<file path="src/lsat_pkg.sv">
// Constants and types for the load/store address-generation timing block.
// Assumes a single core clock; issue stage presents one memory operation at a time.
//
// How it works
// - A fast forwarding path cuts the load-use latency by exactly one cycle.
// - Fast path only for arithmetic, logical or saturating consumers with no shift.
// - Fast path only for loads without sign extension and executed unconditionally.
// - Simple-addressed single loads take one generation cycle, latency 2 or 3.
// - Register-shifted or extend-rotated single loads take two cycles, latency 3 or 4.
// - Single load latency is measured to the first loaded destination register.
// - Two registers per cycle only at 64-bit aligned addresses.
// - Aligned load-multiple takes register count halved, rounded up, cycles.
// - Unaligned load-multiple takes 1 for one register, else count/2 plus one.
// - Load-multiple first register latency is 2 forwarded, 3 otherwise.
// - Doubleword load and exception return time like two-register load-multiple.
// - Store-multiple uses the same generation cycle counts as load-multiple.
// - Doubleword store and return-state store time like two-register store-multiple.
package lsat_pkg;

  // ==========================================================================
  // Operation kinds
  typedef enum logic [2:0] {
    LSAT_OP_LOAD_SINGLE,
    LSAT_OP_LOAD_MULTIPLE,
    LSAT_OP_STORE_MULTIPLE,
    LSAT_OP_LOAD_DOUBLEWORD,
    LSAT_OP_STORE_DOUBLEWORD,
    LSAT_OP_RETURN_FROM_EXCEPTION,
    LSAT_OP_STORE_RETURN_STATE,
    LSAT_OP_STORE_SINGLE
  } lsat_op_t;

  // ==========================================================================
  // Cycle figures
  localparam logic [3:0] LSAT_CYC_SIMPLE    = 4'h1;
  localparam logic [3:0] LSAT_CYC_SHIFTREG  = 4'h2;
  localparam logic [2:0] LSAT_LAT_SIMPLE    = 3'h3;
  localparam logic [2:0] LSAT_LAT_SHIFTREG  = 3'h4;
  localparam logic [2:0] LSAT_LAT_FAST_SAVE = 3'h1;
  localparam logic [4:0] LSAT_PAIR_REGS     = 5'h02;
  localparam logic [4:0] LSAT_MAX_REGS      = 5'h10;

endpackage

</file>
<file path="src/lsat_agu_timing.sv">
// Top of the load/store address-generation timing model.
// Assumes the issue stage holds a request until accepted and names the consumer's class.
`timescale 1ns/10ps
`default_nettype none
module lsat_agu_timing
  import lsat_pkg::*;
(
  // Clock and reset
  input  wire logic       clk,
  input  wire logic       rst_n,
  // Memory operation issue
  input  wire logic       mem_valid,
  input  wire lsat_op_t   mem_op,
  input  wire logic [4:0] mem_reg_count,
  input  wire logic       mem_addr_aligned,
  input  wire logic       mem_offset_shift_reg,
  input  wire logic       mem_sign_extend,
  input  wire logic       mem_conditional,
  // Dependent consumer
  input  wire logic       use_valid,
  input  wire logic       use_dependent,
  input  wire logic       use_arith_logic_sat,
  input  wire logic       use_shift,
  // Status
  output logic            mem_ready,
  output logic            agu_busy,
  output logic            use_stall,
  output logic            use_forwarded,
  output logic            first_reg_ready,
  output logic [3:0]      last_agu_cycles
);

  // ==========================================================================
  // State
  typedef enum logic [1:0] {LSAT_IDLE, LSAT_GEN} lsat_state_t;

  typedef struct packed {
    lsat_state_t state;
    logic [3:0]  agu_left;
    logic [2:0]  lat_full;   // Latency of last load, no forwarding
    logic [2:0]  lat_age;    // Cycles since that load issued
    logic        lat_live;
    logic        fast_ok;    // Producer side allows the fast path
    logic        is_load;
    logic        mem_ready;
    logic        busy;
    logic        stall;
    logic        fwd;
    logic        first_rdy;
    logic [3:0]  last_cyc;
  } lsat_st_t;

  lsat_st_t st_q;
  lsat_st_t st_d;
  logic [3:0] calc_cycles;
  logic       accept;
  logic       fast_use;
  logic [2:0] need;

  lsat_cycle_calc u_calc (
    .op               (mem_op),
    .reg_count        (mem_reg_count),
    .addr_aligned     (mem_addr_aligned),
    .offset_shift_reg (mem_offset_shift_reg),
    .agu_cycles       (calc_cycles)
  );

  // ==========================================================================
  // Next state
  always_comb begin
    st_d     = st_q;
    accept   = mem_valid && st_q.mem_ready;
    fast_use = st_q.fast_ok && use_arith_logic_sat && !use_shift;
    need     = fast_use ? 3'(st_q.lat_full - LSAT_LAT_FAST_SAVE) : st_q.lat_full;
    unique case (st_q.state)
      LSAT_IDLE: begin
        if (accept && calc_cycles > 4'h1) begin
          st_d.state    = LSAT_GEN;
          st_d.agu_left = 4'(calc_cycles - 4'h1);
        end
      end
      LSAT_GEN: begin
        st_d.agu_left = 4'(st_q.agu_left - 4'h1);
        if (st_q.agu_left == 4'h1) begin
          st_d.state = LSAT_IDLE;
        end
      end
    endcase
    if (st_q.lat_live && st_q.lat_age != 3'h7) begin
      st_d.lat_age = 3'(st_q.lat_age + 3'h1);
    end
    if (accept) begin
      st_d.last_cyc = calc_cycles;
      st_d.is_load  = (mem_op == LSAT_OP_LOAD_SINGLE || mem_op == LSAT_OP_LOAD_MULTIPLE ||
                       mem_op == LSAT_OP_LOAD_DOUBLEWORD || mem_op == LSAT_OP_RETURN_FROM_EXCEPTION);
      st_d.lat_live = st_d.is_load;
      st_d.lat_age  = 3'h1;
      // Latency counts to the first loaded register only
      st_d.lat_full = (mem_op == LSAT_OP_LOAD_SINGLE && mem_offset_shift_reg) ?
                      LSAT_LAT_SHIFTREG : LSAT_LAT_SIMPLE;
      st_d.fast_ok  = !mem_sign_extend && !mem_conditional;
    end
    st_d.mem_ready = (st_d.state == LSAT_IDLE);
    st_d.busy      = (st_d.state != LSAT_IDLE);
    st_d.stall     = use_valid && use_dependent && st_q.lat_live && (st_q.lat_age < need);
    st_d.fwd       = use_valid && use_dependent && st_q.lat_live && fast_use && (st_q.lat_age == need);
    st_d.first_rdy = st_q.lat_live && (st_q.lat_age == need);
  end

  always_ff @(posedge clk or negedge rst_n) begin
    if (!rst_n) begin
      st_q <= '{state: LSAT_IDLE, mem_ready: 1'b1, default: '0};
    end else begin
      st_q <= st_d;
    end
  end

  assign mem_ready       = st_q.mem_ready;
  assign agu_busy        = st_q.busy;
  assign use_stall       = st_q.stall;
  assign use_forwarded   = st_q.fwd;
  assign first_reg_ready = st_q.first_rdy;
  assign last_agu_cycles = st_q.last_cyc;

  // ==========================================================================
  // Checks
  property p_busy_no_ready;
    @(posedge clk) disable iff (!rst_n) agu_busy |-> !mem_ready;
  endproperty
  AST_BUSY_BLOCKS: assert property (p_busy_no_ready) else $error("Ready while busy");

  AST_ALIGNED_16: assert property (@(posedge clk) disable iff (!rst_n)
    (accept && mem_op == LSAT_OP_LOAD_MULTIPLE && mem_reg_count == 5'h10 && mem_addr_aligned)
    |-> calc_cycles == 4'h8) else $error("Aligned 16 not 8");

  AST_UNALIGNED_16: assert property (@(posedge clk) disable iff (!rst_n)
    (accept && mem_op == LSAT_OP_STORE_MULTIPLE && mem_reg_count == 5'h10 && !mem_addr_aligned)
    |-> calc_cycles == 4'h9) else $error("Unaligned 16 not 9");

  AST_PAIR_OPS: assert property (@(posedge clk) disable iff (!rst_n)
    (accept && (mem_op == LSAT_OP_LOAD_DOUBLEWORD || mem_op == LSAT_OP_STORE_RETURN_STATE))
    |-> calc_cycles == (mem_addr_aligned ? 4'h1 : 4'h2)) else $error("Pair op timing");

  AST_SINGLE_SHIFT: assert property (@(posedge clk) disable iff (!rst_n)
    (accept && mem_op == LSAT_OP_LOAD_SINGLE) |-> calc_cycles == (mem_offset_shift_reg ? 4'h2 : 4'h1))
    else $error("Single load cycles");

  AST_BUSY_SPAN: assert property (@(posedge clk) disable iff (!rst_n)
    (accept && calc_cycles == 4'h3) |=> agu_busy [*2] ##1 !agu_busy) else $error("Busy span");

  AST_FAST_NEEDS_CLEAN: assert property (@(posedge clk) disable iff (!rst_n)
    (accept && mem_sign_extend) |=> !st_q.fast_ok) else $error("Fast path after sign extend");

  AST_NO_FWD_SHIFT: assert property (@(posedge clk) disable iff (!rst_n)
    (use_valid && use_shift) |=> !use_forwarded) else $error("Forwarded to shifted use");

  AST_FIRST_READY: assert property (@(posedge clk) disable iff (!rst_n)
    (accept && mem_op == LSAT_OP_LOAD_SINGLE && !mem_offset_shift_reg) ##1 (!accept) [*3]
    |-> $past(st_q.lat_age, 1) <= 3'h3) else $error("Latency age");

  COV_LM16: cover property (@(posedge clk) accept && mem_op == LSAT_OP_LOAD_MULTIPLE && mem_reg_count == 5'h10);
  COV_FWD: cover property (@(posedge clk) use_forwarded);
  COV_STALL: cover property (@(posedge clk) use_stall);

endmodule
`default_nettype wire

</file>
<file path="src/lsat_cycle_calc.sv">
// Combinational cycle count for one memory operation in the generation unit.
// Assumes reg_count is 1..16 for multiples; other kinds ignore it.
`timescale 1ns/10ps
`default_nettype none
module lsat_cycle_calc
  import lsat_pkg::*;
(
  // Operation
  input  wire lsat_op_t   op,
  input  wire logic [4:0] reg_count,
  input  wire logic       addr_aligned,
  input  wire logic       offset_shift_reg,
  // Result
  output logic [3:0]      agu_cycles
);

  logic [4:0] regs;
  logic [4:0] tmp;

  always_comb begin
    regs = reg_count;
    tmp  = 5'h00;
    unique case (op)
      LSAT_OP_LOAD_DOUBLEWORD, LSAT_OP_RETURN_FROM_EXCEPTION,
      LSAT_OP_STORE_DOUBLEWORD, LSAT_OP_STORE_RETURN_STATE: begin
        regs = LSAT_PAIR_REGS;
      end
      default: begin
        regs = (reg_count > LSAT_MAX_REGS) ? LSAT_MAX_REGS : reg_count;
      end
    endcase
    if (op == LSAT_OP_LOAD_SINGLE || op == LSAT_OP_STORE_SINGLE) begin
      agu_cycles = offset_shift_reg ? LSAT_CYC_SHIFTREG : LSAT_CYC_SIMPLE;
    end else if (regs <= 5'h01) begin
      agu_cycles = LSAT_CYC_SIMPLE;
    end else if (addr_aligned) begin
      tmp = regs + 5'h01;
      agu_cycles = tmp[4:1];
    end else begin
      tmp = regs;
      agu_cycles = 4'(tmp[4:1] + 4'h1);
    end
    if (op == LSAT_OP_LOAD_SINGLE || op == LSAT_OP_STORE_SINGLE) begin
      tmp = 5'h00;
    end
  end

endmodule
`default_nettype wire

</file>
<file path="config.mk">
export PLATFORM = sky130hd
export DESIGN_NAME = lsat_agu_timing
export DESIGN_NICKNAME = d
export VERILOG_FILES = /design/src/lsat_pkg.sv /design/src/lsat_agu_timing.sv /design/src/lsat_cycle_calc.sv
export SDC_FILE = /design/constraint.sdc
export NUM_CORES = 1
export LEC_CHECK = 0
export BUFFER_PORTS_ARGS = -buffer_cell sky130_fd_sc_hd__buf_4
export CORE_MARGIN = 2
export CORE_UTILIZATION = 55
export CTS_CLUSTER_DIAMETER = 60
export DETAILED_ROUTE_END_ITERATION = 10
export HOLD_SLACK_MARGIN = 0.05
export PLACE_DENSITY = 0.79
export SLEW_MARGIN = 20
export SYNTH_ARGS = -nofsm -noshare
export SYNTH_HDL_FRONTEND = slang
export SYNTH_SLANG_ARGS = --single-unit
</file>
<file path="constraint.sdc">
create_clock -name clk -period 2.34 [get_ports clk]
set_clock_uncertainty 0.2 [all_clocks]
set_input_delay 0.234 -clock clk [delete_from_list [all_inputs] [get_ports clk]]
set_output_delay 0.234 -clock clk [all_outputs]
set_load 0.01 [all_outputs]
</file>
Word-level counts from Yosys, hierarchy flattened
Index checks and enable logic that the tools add are counted.
W data, S select, Z words.

storage, ports and cells
  logic and storage cells = 72
  flip-flop bits (word level) = 23
  bits of input ports = 19

operators by class
  equal/unequal tests = 11
  add/sub/neg operators = 6
  reduce and logical (&&, ||, !) cells = 26
  order comparisons = 4
  multiplexer cells = 13

operator list
  kind                   count
  $logic_and A1 B1 Y1    13
  $eq A3 B3 Y1 const B   4
  $mux W4                3
  $mux W6                2
  $pmux W6 S2            1
  $mux W5                2
  $mux W3                3
  $sub A4 B1 Y4 const B  2
  $add A5 B1 Y5 const B  1
  $gt A5 B5 Y1 const B   1
  $le A5 B1 Y1 const B   1
  $add A4 B1 Y4 const B  1
  $eq A4 B1 Y1 const B   1
  $gt A4 B1 Y1 const B   1
  $logic_not A2 Y1       2
  $logic_or A1 B1 Y1     4
  $mux W2                2
  $reduce_bool A2 Y1     2
  $reduce_or A4 Y1       1
  $add A3 B1 Y3 const B  1
  $eq A3 B1 Y1 const B   1
  $eq A3 B2 Y1 const B   1
  $eq A3 B3 Y1           1
  $logic_not A1 Y1       3
  6 further kinds        6

Logic depth before layout (Yosys ltp)
  word-level depth = 12
  gate-level depth with buffers = 17

By module
Synthesis repeated with hierarchy kept, for this count alone.

unflattened totals
  cells, all modules = 153
  area, all modules = 1448.9 um^2

by module, submodules not included
  module           sequential area each (um^2)  times used  cells an instance  area each (um^2)
  lsat_agu_timing  551.8                        1           116                1207.4
  lsat_cycle_calc  0.0                          1           37                 241.5

Worst setup path after synthesis
OpenSTA, ideal clock, no wires.

  kind = input port to flip-flop
  start point = input port mem_op[0]
  end point = register st_q, in the netlist agu_busy
  path slack = -861 ps
  stages on the path = 16
  data required time = 2016 ps
  library setup time = 124 ps
  arrival = 2877 ps
  path through = buf_4 > and3b_1 > or2_1 > nor3_1 > ha_1 > a31oi_1 > a21oi_1 > nor3_2 > a21oi_1 > ha_1 > nor2_1 > or3_1 > o221ai_2 > nor2b_1 > a21oi_1 > or2_1

RTL lines
  item                    RTL line                RTL
  start: declaration      lsat_agu_timing.sv:13   input wire lsat_op_t mem_op,
  end signal: assignment  lsat_agu_timing.sv:114  st_q <= st_d;
  end: declaration        lsat_agu_timing.sv:53   lsat_st_t st_q;

==> results by group <==
Place
  • Port Buffer Count: 27
  • Inst Count DP: 237
  • HPWL after DPL: 2648 um
  • GP Congestion: 0.8376
  • Placed Instance Area: 1866 sq um

Synth
  • Synth Instances: 169
  • Register area share after synthesis: 0.3627
  • Syn Area/Cell: 9.003 sq um
  • EDFF count, synth: 0
  • Mapped Nets: 199
  • Largest cells by area after synthesis: dfrtp_1, ha_1, nand2_1, a21oi_1, buf_4
  • Warnings, synthesis: 0
  • Cell variety after synth: 47
  • Post-synth ARST share: 1.000
  • Syn Std Cell Area: 1521 sq um
  • Ys flop type: dfrtp_1
  • #FFs+latches synth: 22
  • Leading area contributor after synthesis: dfrtp_1
  • Yosys top cell area share: 0.3454

Setup path
  • Cell breakdown of the critical path: buf_6 > and3b_1 > or2_4 > nor3_2 > ha_2 > a31oi_1 > a21oi_2 > nor3_4 > a21oi_2 > ha_2 > nor2_2 > or3_4 > o221ai_4 > nor2b_4 > a21oi_2 > or2_1
  • Setup CP Type: in -> reg
  • Top fanout value on the critical path: 7
  • Endpoint class of the critical path: flip-flop
  • WP data required: 2.36 ns
  • CP startpoint kind: primary input
  • Critical path's largest stage delay: 0.33 ns
  • Crit path top cell by count: a21oi_2
  • Crit path DAT: 2.89 ns
  • Reg2reg path depth: 3
  • Worst r2r src: mem_ready
  • Worst r2r dst: st_q[10]
  • Setup crit start: mem_op[0]
  • Slowest CP cell: or3_4
  • Setup slack, reg-to-reg: 0.38 ns

Routing
  • First drt pass iteration count: 4
  • DRC Markers: 0
  • Initial DRC Count: 45
  • Routed Antenna Nets: 0
  • Drt total wl: 3675 um
  • DR vias/cell: 5.648
  • Vias: 1429
  • DR WL/cell: 14.53 um

Worst hold path
  • Class of the worst hold path: in -> reg
  • Hold Crit Start: use_arith_logic_sat
  • Hold Path Depth: 3
  • Hold Path Sink: use_forwarded

Floorplanning
  • I/O pins: 28
  • FP Rows: 19
  • Die Wd: 56.60 um
  • CORE AREA: 2686 sq um
  • Die height: 56.60 um
  • Die footprint: 3203 sq um
  • Starting density of the core: 0.5664

GRT
  • Gr usage total: 0.2392
  • Pin count of the biggest net entering global routing: 23
  • Vias in the first global route: 1388
  • Initial antenna violation count: 0
  • First-pass GRT wire length: 6016 um
  • Remaining global-route overflow: 0

Pwr
  • Combinational power share: 0.508
  • Power per cell area: 865.9 nW/um^2
  • Sequential power share: 0.372
  • Clock share of power: 0.120
  • Int Pwr: 1101 uW
  • Net load switching power: 699.8 uW
  • Net switching share of the total power: 0.3887
  • Pleak: 0.0009944 uW
  • VDD IR max: 0.7880 mV

Clocking
  • Sink Count: 22
  • H-tree level count: 1
  • CTS max path bufs: 2
  • Root Driver: clkbuf_4
  • CTS Buf Count: 3
  • Clock Latency Late Sink: 0.31 ns
  • Worst-path clk slew: 0.12 ns
  • CTS tree: yes

Finish
  • Finished Layout Cells: 253
  • Final layout net count: 253
  • Fillers: 189
  • Diode count: 0
  • Cell area after layout: 2079 sq um
  • Share of cells above drive strength 1: 0.3829
  • Area growth from synthesis to layout: 36.68%

STA
  • Fin crit share: 1.227
  • Fmax: 348.3 MHz
  • WHS: 0.06364 ns
  • Pins Over Slew Limit: 0
  • Worst slew margin: 0.7131
  • Worst-Margin Slew: 0.4293 ns
  • Final Hold Viols: 0
  • Final setup fails: 8
  • Final setup margin: -0.5315 ns
  • RSZ-0062 raised after global routing: yes
  • Crit path time final: 2.871 ns

Job
  • Maxcap violations: 0

Outcome
  • Failing checks: negative setup slack
  • Status: finished, violations left
synth_stat cells, types with 4 or more instances:
master,count
ha_1,11
nand2b_1,6
buf_4,7
a21oi_1,11
o21ai_1,4
nand2_1,16
nor2_1,11
dfrtp_1,21
nor3_1,9
nor2b_1,4
inv_1,13
xnor2_1,5
registers in the layout (all words and copies together) (netlist names):
name             count
use_forwarded        1
last_agu_cycles      4
st_q                13
use_stall            1
mem_ready            1
first_reg_ready      1
agu_busy             1
logic make-up (layout without fill, tap and decap cells):
logic type,Yosys count,after routing,synth area share
multiplexers,2,2,0.01316
XOR/XNOR,5,5,0.02878
AND/OR/NAND/NOR,66,66,0.2294
buffers and inverters,24,77,0.08142
adder cells (fa/ha/maj),12,12,0.09704
AO/OA/AOI/OAI,38,38,0.1875
flip-flops,22,22,0.3627
worst max-delay path by stage:
stage / endpoint / slack, ns / depth (start not counted)
5_1_grt: agu_busy / -0.69 / 16
3_3_place_gp: agu_busy / -0.88 / 16
3_5_place_dp: agu_busy / -1.05 / 16
2_1_floorplan: agu_busy / -0.80 / 16
6_report: agu_busy / -0.53 / 16
4_1_cts: st_q[20] / -0.58 / 16
cell usage in the layout (no fill, tap or decap), types with 2 or more instances in the layout:
master | synthesis | routed
buf_4 | 7 | 50
nand4_1 | 2 | 2
o21ai_2 | 1 | 2
nand3_1 | 2 | 2
a311o_1 | 2 | 2
or2_2 | 3 | 3
xnor2_1 | 5 | 5
dfrtp_1 | 21 | 21
nor3_1 | 9 | 8
a21oi_1 | 11 | 6
nand2_1 | 16 | 16
clkbuf_4 | 0 | 3
ha_1 | 11 | 8
or3_4 | 1 | 2
a31oi_1 | 2 | 2
ha_2 | 0 | 3
nand2b_1 | 6 | 6
inv_1 | 13 | 13
dlygate4sd3_1 | 0 | 6
nor2b_1 | 4 | 3
nor3b_1 | 2 | 2
o21ai_1 | 4 | 3
nor2_1 | 11 | 10
o21ai_0 | 3 | 3
mux2i_1 | 2 | 2
o31ai_1 | 3 | 3
a21oi_2 | 0 | 5
and2_1 | 2 | 2
buf_6 | 1 | 3
stage by stage:
step	worst slack, ns	total power (uW)	setup TNS [ns]	util
final	-0.5315	1801	-3.406	0.7741
after CTS	-0.5841	1782	-3.690	0.7676
after floorplan	-0.7969	1223	-5.236	-
after global placement	-0.8810	1407	-5.943	0.6945
after detailed placement	-1.048	1480	-7.180	0.6945
after global routing	-0.6939	1917	-4.761	0.7741
final cells by class:
class,instances,area (sq um),share of cell area
sequential,22,551.8,0.2653
timing repair buffer,59,469.2,0.2256
multi-input combinational,123,930.9,0.4477
tap,31,38.79,0.01865
inverter,14,52.55,0.02527
clock buffer,4,36.28,0.01745
what timing repair did:
item / CTS / global route
setup endpoints to repair: 8 / 8
hold endpoints to repair: 25 / 0
setup buffers: 5 / 1
pin swaps: 3 / 6
resized for setup: 13 / 2
hold buffers: 6 / 0
metal layers:
layer / global-route usage / routed length (um) / share of wire
met5: 0 / 0 / 0
met4: 0.1088 / 63 / 0.017
met3: 0.01843 / 156 / 0.042
met2: 0.4385 / 1963 / 0.53
met1: 0.2798 / 1491 / 0.41
critical path: cells and delay by family:
| kind | cells | cell delay, ns |
|---|---|---|
| adder cells (fa/ha/maj) | 2 | 0.40 |
| AND/OR/NAND/NOR | 8 | 1.44 |
| buffers and inverters | 1 | 0.10 |
| AO/OA/AOI/OAI | 5 | 0.72 |
power by group through the flow:
| stage | sequential, uW | clock, uW | combinational [uW] |
|---|---|---|---|
| final | 669 | 216 | 915 |
| after global routing | 686 | 226 | 1000 |
| after CTS | 671 | 213 | 899 |
| after detailed placement | 674 | 0 | 805 |
| after global placement | 653 | 0 | 754 |
| after floorplan | 629 | 0 | 594 |
(Power assumes the default switching activity.)
